$ cat config.mk
export PLATFORM = sky130hd
export DESIGN_NAME = actuator_measure_drive_regs
export DESIGN_NICKNAME = d
export VERILOG_FILES = /design/src/actuator_measure_pkg.sv /design/src/zero_pass_detector.sv /design/src/unit_timer.sv /design/src/actuator_measure_drive_regs.sv
export SDC_FILE = /design/constraint.sdc
export NUM_CORES = 1
export LEC_CHECK = 0
export BUFFER_PORTS_ARGS = -buffer_cell sky130_fd_sc_hd__buf_2
export CAP_MARGIN = 20
export CORE_MARGIN = 5
export CORE_UTILIZATION = 56
export CTS_CLUSTER_DIAMETER = 30
export DETAILED_ROUTE_END_ITERATION = 10
export PLACE_DENSITY = 0.79
export SYNTH_ARGS = -nofsm -noshare
export SYNTH_HDL_FRONTEND = slang
export SYNTH_SLANG_ARGS = --single-unit
$ cat constraint.sdc
create_clock -name clk -period 7.27 [get_ports clk]
set_clock_uncertainty 0.15 [all_clocks]
set_input_delay 0.727 -clock clk [delete_from_list [all_inputs] [get_ports clk]]
set_output_delay 0.727 -clock clk [all_outputs]
set_load 0.01 [all_outputs]
$ cat src/actuator_measure_pkg.sv
// constants, register map and carrier types of the actuator measure and drive register bank
package actuator_measure_pkg;

    // ====================================================================
    // register offsets
    localparam logic [7:0] ADDR_CONT_CTRL   = 8'h48;
    localparam logic [7:0] ADDR_DETECT_CTRL = 8'h5f;
    localparam logic [7:0] ADDR_RESIST      = 8'h60;
    localparam logic [7:0] ADDR_OFFSET      = 8'h61;
    localparam logic [7:0] ADDR_SUPPLY      = 8'h62;
    localparam logic [7:0] ADDR_CONV_TEST   = 8'h66;
    localparam logic [7:0] ADDR_DET_PER_HI  = 8'h68;
    localparam logic [7:0] ADDR_DET_PER_LO  = 8'h69;
    localparam logic [7:0] ADDR_TRK_PER_HI  = 8'h6a;
    localparam logic [7:0] ADDR_TRK_PER_LO  = 8'h6b;
    localparam logic [7:0] ADDR_UPPER_LIM   = 8'h72;
    localparam logic [7:0] ADDR_LOWER_LIM   = 8'h73;
    localparam logic [7:0] ADDR_PLAY_DUR    = 8'h79;
    localparam logic [7:0] ADDR_NZC_TIMEOUT = 8'h7a;
    localparam logic [7:0] ADDR_NORM_AMP    = 8'h7b;
    localparam logic [7:0] ADDR_OV_AMP      = 8'h7c;

    // ====================================================================
    // reset values
    localparam logic [7:0]  RST_CONT_CTRL   = 8'h98;
    localparam logic [7:0]  RST_DETECT_CTRL = 8'h00;
    localparam logic [7:0]  RST_RESIST      = 8'h00;
    localparam logic [7:0]  RST_OFFSET      = 8'h80;
    localparam logic [7:0]  RST_SUPPLY      = 8'h00;
    localparam logic [7:0]  RST_CONV_TEST   = 8'h00;
    localparam logic [15:0] RST_PERIOD      = 16'h0000;
    localparam logic [7:0]  RST_UPPER_LIM   = 8'h0f;
    localparam logic [7:0]  RST_LOWER_LIM   = 8'hf1;
    localparam logic [7:0]  RST_PLAY_DUR    = 8'h3f;
    localparam logic [7:0]  RST_NZC_TIMEOUT = 8'h1f;
    localparam logic [7:0]  RST_NORM_AMP    = 8'h50;
    localparam logic [7:0]  RST_OV_AMP      = 8'h7f;

    // ====================================================================
    // field positions
    localparam int DIAG_TRIG_BIT   = 0;
    localparam int SUPPLY_TRIG_BIT = 1;
    localparam int TARGET_SEL_BIT  = 6;
    localparam int RES_DET_EN_BIT  = 2;
    localparam int COMP_SEL_BIT    = 6;

    // ====================================================================
    // timing: times in ns, counts in 25 ns cycles (rounded down)
    localparam real CLK_PERIOD_NS  = 25.0;
    localparam real PERIOD_LSB_NS  = 2600.0;
    localparam real PLAY_UNIT_NS   = 5333300.0;
    localparam real NZC_UNIT_NS    = 166670.0;
    localparam int  PERIOD_LSB_CYC = $rtoi(PERIOD_LSB_NS / CLK_PERIOD_NS + 0.001);
    localparam int  PLAY_UNIT_CYC  = $rtoi(PLAY_UNIT_NS / CLK_PERIOD_NS + 0.001);
    localparam int  NZC_UNIT_CYC   = $rtoi(NZC_UNIT_NS / CLK_PERIOD_NS + 0.001);
    localparam logic [6:0] PERIOD_LSB_LAST = 7'(PERIOD_LSB_CYC - 1);

    // ====================================================================
    // carrier types
    typedef struct packed {
        logic       wr;
        logic       rd;
        logic [7:0] addr;
        logic [7:0] wdata;
    } regReq_type;

    typedef struct packed {
        logic       valid;
        logic [7:0] data;
    } sample_type;

    typedef struct packed {
        logic [7:0]  contCtrl;
        logic [7:0]  detectCtrl;
        logic [7:0]  resist;
        logic [7:0]  offset;
        logic [7:0]  supply;
        logic [7:0]  convTest;
        logic [15:0] detPeriod;
        logic [15:0] trkPeriod;
        logic [7:0]  upperLim;
        logic [7:0]  lowerLim;
        logic [7:0]  playDur;
        logic [7:0]  nzcTimeout;
        logic [7:0]  normAmp;
        logic [7:0]  ovAmp;
        logic [6:0]  lsbPre;
        logic [15:0] periodCnt;
        logic        seenCross;
        logic [7:0]  rdData;
        logic [7:0]  ampLevel;
        logic        playExpired;
        logic        noCrossing;
    } bankState_type;

endpackage

$ cat src/zero_pass_detector.sv
// back-emf zero crossing detector with programmable upper and lower limits
`timescale 1ns/1ps
module zero_pass_detector
    import actuator_measure_pkg::*;
(
    input  wire logic       clk,
    input  wire logic       rstSync_n,
    input  wire logic       ce,
    input  wire sample_type bemf,
    input  wire logic [7:0] upperLimit,
    input  wire logic [7:0] lowerLimit,
    output logic            posCross,
    output logic            negCross
);

    typedef struct packed {
        logic isPositive;
        logic posCross;
        logic negCross;
    } zpState_type;

    zpState_type state_r;
    zpState_type state_nxt;
    logic        aboveUpper;
    logic        belowLower;

    // signed comparisons against the two limits
    assign aboveUpper = $signed(bemf.data) > $signed(upperLimit);
    assign belowLower = $signed(bemf.data) < $signed(lowerLimit);

    // a crossing only counts once the sample leaves the dead band
    always_comb begin
        state_nxt          = state_r;
        state_nxt.posCross = 1'b0;
        state_nxt.negCross = 1'b0;
        if (bemf.valid) begin
            if (!state_r.isPositive && aboveUpper) begin
                state_nxt.isPositive = 1'b1;
                state_nxt.posCross   = 1'b1;
            end
            if (state_r.isPositive && belowLower) begin
                state_nxt.isPositive = 1'b0;
                state_nxt.negCross   = 1'b1;
            end
        end
    end

    // state register
    always_ff @(posedge clk or negedge rstSync_n) begin
        if (!rstSync_n) begin
            state_r <= '0;
        end else if (ce) begin
            state_r <= state_nxt;
        end
    end

    assign posCross = state_r.posCross;
    assign negCross = state_r.negCross;
endmodule

$ cat src/unit_timer.sv
// timer counting whole units of UNIT_CYC cycles up to an 8-bit limit
`timescale 1ns/1ps
module unit_timer
    import actuator_measure_pkg::*;
#(
    parameter int UNIT_CYC = 16
)
(
    input  wire logic       clk,
    input  wire logic       rstSync_n,
    input  wire logic       ce,
    input  wire logic       run,
    input  wire logic       restart,
    input  wire logic [7:0] limit,
    output logic            expired
);

    localparam int PW = $clog2(UNIT_CYC + 1);
    localparam logic [PW-1:0] PRE_LAST = PW'(UNIT_CYC - 1);

    typedef struct packed {
        logic [PW-1:0] pre;
        logic [7:0]    units;
        logic          expired;
    } timerState_type;

    timerState_type state_r;
    timerState_type state_nxt;

    // units advance while running; restart or stop clears the count
    always_comb begin
        state_nxt = state_r;
        if (!run || restart) begin
            state_nxt = '0;
        end else if (state_r.units >= limit) begin
            state_nxt.expired = 1'b1;
        end else if (state_r.pre == PRE_LAST) begin
            state_nxt.pre   = '0;
            state_nxt.units = state_r.units + 8'h01;
        end else begin
            state_nxt.pre = state_r.pre + PW'(1);
        end
    end

    // state register
    always_ff @(posedge clk or negedge rstSync_n) begin
        if (!rstSync_n) begin
            state_r <= '0;
        end else if (ce) begin
            state_r <= state_nxt;
        end
    end

    assign expired = state_r.expired;
endmodule

$ cat src/actuator_measure_drive_regs.sv
// register bank with diagnostic results, resonance periods and drive settings
`timescale 1ns/1ps

// Contract
// - the actuator resistance from the diagnostic run reads as an 8-bit value, zero after reset.
// - the offset from the offset diagnostic reads as an 8-bit value, 0x80 after reset.
// - the supply voltage from the supply run reads as an 8-bit value, zero after reset.
// - bit 6 of the converter test register picks software (0) or hardware (1) compensation.
// - resonance detection stores its 16-bit period in 2.6 us steps as high and low bytes.
// - continuous drive keeps its own 16-bit tracked period in 2.6 us steps.
// - a positive crossing counts only once back-emf passes the upper limit, default 0x0f.
// - a negative crossing counts only once back-emf passes the lower limit, default 0xf1.
// - play time in open or closed loop is limited to the duration times 5333.3 us, default 0x3f.
// - no crossing for the timeout setting times 166.67 us raises no-crossing, default 0x1f.
// - normal drive amplitude follows an 8-bit setting, default 0x50.
// - overdrive amplitude follows a separate 8-bit setting, default 0x7f.
// - setting the diagnostic trigger bit 0 starts a diagnostic that yields its result.
// - the target select bit 6 picks resistance (1) or converter offset (0).
// - setting supply trigger bit 1 starts a supply measurement that updates its result.
// - the detected resonance period is stored only while enable bit 2 is set, default 0.
module actuator_measure_drive_regs
    import actuator_measure_pkg::*;
#(
    parameter int PLAY_CYC = PLAY_UNIT_CYC,
    parameter int NZC_CYC  = NZC_UNIT_CYC
)
(
    input  wire logic       clk,
    input  wire logic       rst_n,
    input  wire logic       ce,
    input  wire regReq_type hostReq,
    input  wire sample_type convSample,
    input  wire sample_type bemfSample,
    input  wire logic       driveActive,
    input  wire logic       overdrive,
    output logic [7:0]      rdData,
    output logic [7:0]      ampLevel,
    output logic            compHwSel,
    output logic            diagBusy,
    output logic            supplyBusy,
    output logic            playExpired,
    output logic            noCrossing
);

    // ====================================================================
    // reset release
    logic rstMeta_r;
    logic rstSync_n;

    // two-stage release of the asynchronous reset
    always_ff @(posedge clk or negedge rst_n) begin
        if (!rst_n) begin
            rstMeta_r <= 1'b0;
            rstSync_n <= 1'b0;
        end else begin
            rstMeta_r <= 1'b1;
            rstSync_n <= rstMeta_r;
        end
    end

    // ====================================================================
    // read decode
    function automatic logic [7:0] regRead(input logic [7:0] addr, input bankState_type s);
        logic [7:0] value;
        value = 8'h00;
        case (addr)
            ADDR_CONT_CTRL:   value = s.contCtrl;
            ADDR_DETECT_CTRL: value = s.detectCtrl;
            ADDR_RESIST:      value = s.resist;
            ADDR_OFFSET:      value = s.offset;
            ADDR_SUPPLY:      value = s.supply;
            ADDR_CONV_TEST:   value = s.convTest;
            ADDR_DET_PER_HI:  value = s.detPeriod[15:8];
            ADDR_DET_PER_LO:  value = s.detPeriod[7:0];
            ADDR_TRK_PER_HI:  value = s.trkPeriod[15:8];
            ADDR_TRK_PER_LO:  value = s.trkPeriod[7:0];
            ADDR_UPPER_LIM:   value = s.upperLim;
            ADDR_LOWER_LIM:   value = s.lowerLim;
            ADDR_PLAY_DUR:    value = s.playDur;
            ADDR_NZC_TIMEOUT: value = s.nzcTimeout;
            ADDR_NORM_AMP:    value = s.normAmp;
            ADDR_OV_AMP:      value = s.ovAmp;
            default:          value = 8'h00;
        endcase
        return value;
    endfunction

    // ====================================================================
    // state
    bankState_type state_r;
    bankState_type state_nxt;
    logic          posCross;
    logic          negCross;
    logic          playDone;
    logic          nzcDone;
    logic          anyCross;
    logic          diagDone;
    logic          supplyDone;

    assign anyCross   = posCross | negCross;
    assign diagDone   = state_r.detectCtrl[DIAG_TRIG_BIT] & convSample.valid;
    assign supplyDone = state_r.detectCtrl[SUPPLY_TRIG_BIT] & convSample.valid
                        & ~state_r.detectCtrl[DIAG_TRIG_BIT];

    // ====================================================================
    // submodules
    // limits feed the detector
    zero_pass_detector zeroPass (
        .clk        (clk),
        .rstSync_n  (rstSync_n),
        .ce         (ce),
        .bemf       (bemfSample),
        .upperLimit (state_r.upperLim),
        .lowerLimit (state_r.lowerLim),
        .posCross   (posCross),
        .negCross   (negCross)
    );

    unit_timer #(.UNIT_CYC(PLAY_CYC)) playTimer (
        .clk       (clk),
        .rstSync_n (rstSync_n),
        .ce        (ce),
        .run       (driveActive),
        .restart   (1'b0),
        .limit     (state_r.playDur),
        .expired   (playDone)
    );

    unit_timer #(.UNIT_CYC(NZC_CYC)) nzcTimer (
        .clk       (clk),
        .rstSync_n (rstSync_n),
        .ce        (ce),
        .run       (driveActive),
        .restart   (anyCross),
        .limit     (state_r.nzcTimeout),
        .expired   (nzcDone)
    );

    // ====================================================================
    // next state
    always_comb begin
        state_nxt             = state_r;
        state_nxt.playExpired = playDone;
        state_nxt.noCrossing  = nzcDone;

        state_nxt.ampLevel = state_r.normAmp;
        if (overdrive) begin
            state_nxt.ampLevel = state_r.ovAmp;
        end

        if (hostReq.rd) begin
            state_nxt.rdData = regRead(hostReq.addr, state_r);
        end

        // diagnostic sample goes to the selected result
        if (diagDone) begin
            if (state_r.detectCtrl[TARGET_SEL_BIT]) begin
                state_nxt.resist = convSample.data;
            end else begin
                state_nxt.offset = convSample.data;
            end
            state_nxt.detectCtrl[DIAG_TRIG_BIT] = 1'b0;
        end

        // supply sample, after any pending diagnostic
        if (supplyDone) begin
            state_nxt.supply = convSample.data;
            state_nxt.detectCtrl[SUPPLY_TRIG_BIT] = 1'b0;
        end

        // 2.6 us period prescaler and saturating period counter
        if (state_r.lsbPre == PERIOD_LSB_LAST) begin
            state_nxt.lsbPre = 7'h00;
            if (state_r.periodCnt != 16'hffff) begin
                state_nxt.periodCnt = state_r.periodCnt + 16'h0001;
            end
        end else begin
            state_nxt.lsbPre = state_r.lsbPre + 7'h01;
        end

        // period between positive crossings
        if (posCross) begin
            state_nxt.periodCnt = 16'h0000;
            state_nxt.lsbPre    = 7'h00;
            state_nxt.seenCross = 1'b1;
            if (state_r.seenCross) begin
                if (state_r.contCtrl[RES_DET_EN_BIT]) begin
                    state_nxt.detPeriod = state_r.periodCnt;
                end
                if (driveActive) begin
                    state_nxt.trkPeriod = state_r.periodCnt;
                end
            end
        end
        if (!driveActive && !state_r.contCtrl[RES_DET_EN_BIT]) begin
            state_nxt.seenCross = 1'b0;
        end

        // host writes; a new trigger wins over completion
        if (hostReq.wr) begin
            case (hostReq.addr)
                ADDR_CONT_CTRL:   state_nxt.contCtrl   = hostReq.wdata;
                ADDR_DETECT_CTRL: state_nxt.detectCtrl = hostReq.wdata;
                ADDR_CONV_TEST:   state_nxt.convTest   = hostReq.wdata;
                ADDR_UPPER_LIM:   state_nxt.upperLim   = hostReq.wdata;
                ADDR_LOWER_LIM:   state_nxt.lowerLim   = hostReq.wdata;
                ADDR_PLAY_DUR:    state_nxt.playDur    = hostReq.wdata;
                ADDR_NZC_TIMEOUT: state_nxt.nzcTimeout = hostReq.wdata;
                ADDR_NORM_AMP:    state_nxt.normAmp    = hostReq.wdata;
                ADDR_OV_AMP:      state_nxt.ovAmp      = hostReq.wdata;
                default:          ; // results are read-only
            endcase
        end
    end

    // state register, frozen while the clock enable is low
    always_ff @(posedge clk or negedge rstSync_n) begin
        if (!rstSync_n) begin
            state_r             <= '0;
            state_r.contCtrl    <= RST_CONT_CTRL;
            state_r.detectCtrl  <= RST_DETECT_CTRL;
            state_r.resist      <= RST_RESIST;
            state_r.offset      <= RST_OFFSET;
            state_r.supply      <= RST_SUPPLY;
            state_r.convTest    <= RST_CONV_TEST;
            state_r.detPeriod   <= RST_PERIOD;
            state_r.trkPeriod   <= RST_PERIOD;
            state_r.upperLim    <= RST_UPPER_LIM;
            state_r.lowerLim    <= RST_LOWER_LIM;
            state_r.playDur     <= RST_PLAY_DUR;
            state_r.nzcTimeout  <= RST_NZC_TIMEOUT;
            state_r.normAmp     <= RST_NORM_AMP;
            state_r.ovAmp       <= RST_OV_AMP;
            state_r.ampLevel    <= RST_NORM_AMP;
        end else if (ce) begin
            state_r <= state_nxt;
        end
    end

    // ====================================================================
    // outputs, all straight from the state register
    assign rdData      = state_r.rdData;
    assign ampLevel    = state_r.ampLevel;
    assign compHwSel   = state_r.convTest[COMP_SEL_BIT];
    assign diagBusy    = state_r.detectCtrl[DIAG_TRIG_BIT];
    assign supplyBusy  = state_r.detectCtrl[SUPPLY_TRIG_BIT];
    assign playExpired = state_r.playExpired;
    assign noCrossing  = state_r.noCrossing;

    logic quietWr;
    assign quietWr = !(hostReq.wr && hostReq.addr == ADDR_DETECT_CTRL);
endmodule

==> run metrics <==
Crit. End Element flip-flop; HP Class reg2async; DR vias/cell 6.323; CP required 7540 ps; number of synthesized register bits 224; DRC Markers 0; Worst-path clk slew about 40 ps; post-synthesis sequential area ratio 48.08%; fmax 276.2 MHz; Crit Path Class in2reg; largest family of logic cells by synthesized area simple AND/OR/NAND/NOR gates; Design Power 0.004171 W; Warnings, synthesis 0; Core ar. 0.02082 sq mm; Gate power share between 7 and 8%; most frequent cells in the layout dfrtp_1 (188), o21ai_0 (120), nand2_1 (109), mux2_2 (105), buf_2 (61); Max IR drop VDD approximately 0.27 mV; Post-Synth Simple-Gate Area 15.17%; Compound-Gate Fraction of Synth Area 15.05%; P&R area growth vs syn 19.18%; Post-Syn Nets 1225; DRT Wirelength about 32 mm; Top FF cell, synth dfrtp_1; dpl cells between 1000 and 1500; number of flops mapped to enable cells by yosys 0; dpl hpwl 20.48 mm; RSZ-0062 raised after global routing false; Final nets ~1300; Max Cap Violations 0; Setup TNS Final 0 ps; Clock power frac 59.0%; 1st-pass router iterations 6; Flop pwr share between 30% and 40%; gpl congestion 1.010; Synth Instances 1146; DR WL met2 14.91 mm; worst-path maximum fanout 45; post-route insts no fill 1517; clk_lat worst skew 550 ps; Worst slew margin 25.48%; ratio of cells with drive above 1 in the final layout 25.44%; Final setup viols 0; mux cell area share after synthesis 12.64%; area of the mapped netlist 0.01175 sq mm; via count ~9600; Die Area 0.02398 sq mm; P_int 0.003196 W; drt wl/cell 20.77 um; GRT Overall Usage between 20% and 30%; Worst EP arrival 3890 ps; CTS resizes 0; DR WL met3 2.521 mm; commonest non-fill, non-tap cell in the layout dfrtp_1; Routed Antenna Nets 0; FFs w/ async S/R, synth 100.0%; Adder-Cell Fraction of Synth Area 4.046%; global-route wire length before repair 51.05 mm; starting density of the core 56.43%; Initial DRC Count 879; clock tree buffer depth 3; pwr/cell area 297.8 mW/mm^2; CP delay by family, top simple AND/OR/NAND/NOR gates; Least-Margin Pin Slew 1109 ps; Top Metal Used met4; Tmin final 3620 ps; number of clock sinks 224; period utilisation layout between 40% and 50%; CP cell instances buf_2, buf_4, clkinv_1, nor2_1, nand3_1, mux2_2; switch share 23.36%; largest net degree at the start of global routing 63; syn_area_per_cell 10.25 sq um; Pins Over Slew Limit 0; TritonCTS buffer count 49; Bufs and invs on worst path 3; global route total overflow 0; DIE WIDTH approximately 150 um; # rows 53; CTS Root Cell clkbuf_16; IO Count 62; met1 wire length around 13 mm; Netlist cell types 75; switching pwr roughly 0.00097 W; status completed; Max stage delay on crit path 850 ps; die height around 150 um; Final Hold Vio Count 0; TritonCTS clock tree yes; IO buf count between 60 and 70; # diodes 0; Leakage around 6.5 nW; number of global-route vias before repair 9553; initial antenna violation count 0; htree depth 2; Critical-path top delay cell nor2_1; Fill cells 1550; Startpoint Class primary input; Post-Synth XOR/XNOR Area 0.6709%
[final timing paths]
path	startpoint	to	slack, ps	cells past startpoint
min in group clk	rstMeta_r	rstSync_n	190	0
max in group asynchronous	rstSync_n	state_r[134]	4870	2
setup / recovery	ce	state_r[102]	3650	6
hold reg to reg	rstSync_n	state_r[35]	190	0
hold / removal	rstSync_n	state_r[35]	190	0
setup reg to reg	playTimer.state_r[1]	playTimer.state_r[22]	3940	8
[sequential cells by signal, indices dropped and copies added, names as in the netlist, 8 cells and up]
register	cells
rdData	8
playTimer.state_r	26
ampLevel	8
nzcTimer.state_r	21
state_r	149
[cells in the mapped netlist, types with 20 or more instances]
cell | count | area [sq um]
a21oi_1 | 45 | 225.2
dfstp_2 | 35 | 919.6
nor2_1 | 55 | 206.5
inv_1 | 46 | 172.7
and3_1 | 20 | 125.1
clkbuf_1 | 33 | 123.9
o21ai_0 | 120 | 600.6
dfrtp_1 | 189 | 4730
nand3_1 | 41 | 205.2
nand2_1 | 109 | 409.1
ha_1 | 38 | 475.5
mux2_2 | 105 | 1182
[metrics by stage]
| stage | hold slack [ps] | utilization, % | setup slack (ps) | cell area (sq um) |
|---|---|---|---|---|
| after floorplan | 181.2 | - | 476.7 | 11750 |
| after global placement | 185.5 | 58.41 | 3309 | 12160 |
| after detailed placement | 192.6 | 58.41 | 3100 | 12160 |
| after CTS | 192.7 | 67.25 | 3660 | 14000 |
| after global routing | 206.6 | 67.25 | 3359 | 14000 |
| final | 191.9 | 67.25 | 3650 | 14000 |
[final cells by class]
| class | instances | area (sq um) | area share, % |
|---|---|---|---|
| Sequential cell | 224 | 5653 | 40.37 |
| Multi-Input combinational cell | 807 | 5594 | 39.95 |
| Clock buffer | 63 | 1339 | 9.560 |
| Clock inverter | 27 | 491.7 | 3.511 |
| Timing Repair Buffer | 74 | 405.4 | 2.895 |
| Tap cell | 275 | 344.1 | 2.457 |
| Inverter | 47 | 176.4 | 1.260 |
[power groups by stage]
stage / Clock [W] / Sequential (W) / Combinational (W)
final: 0.00246 / 0.00141 / 0.000303
after global routing: 0.00256 / 0.00142 / 0.000340
after floorplan: 0 / 0.00141 / 0.000210
after global placement: 0 / 0.00142 / 0.000285
after CTS: 0.00248 / 0.00140 / 0.000303
after detailed placement: 0 / 0.00142 / 0.000298
[cell families (layout without fill, tap and decap cells)]
kind of cell	Yosys count	after routing
and+or+nand+nor	349	349
DFF	224	224
AOI/OAI and AO/OA	281	281
xor gates and xnor gates	9	9
muxes	129	129
buffers and inverters	115	211
other	1	1
adders and majority gates	38	38
[routing by layer]
layer,vias to the layer above,global-route usage (%)
met5,-,0
met4,0,9.924
met3,100,5.257
met2,457,42.39
met1,4732,35.73
li1,4303,-
[repair_timing]
item,CTS,global route
endpoints found under the setup margin,0,0
hold buffers,1,0
buffers inserted,0,0
endpoints found under the hold margin,2,0
No activity file was read; power rests on OpenSTA's default activity.
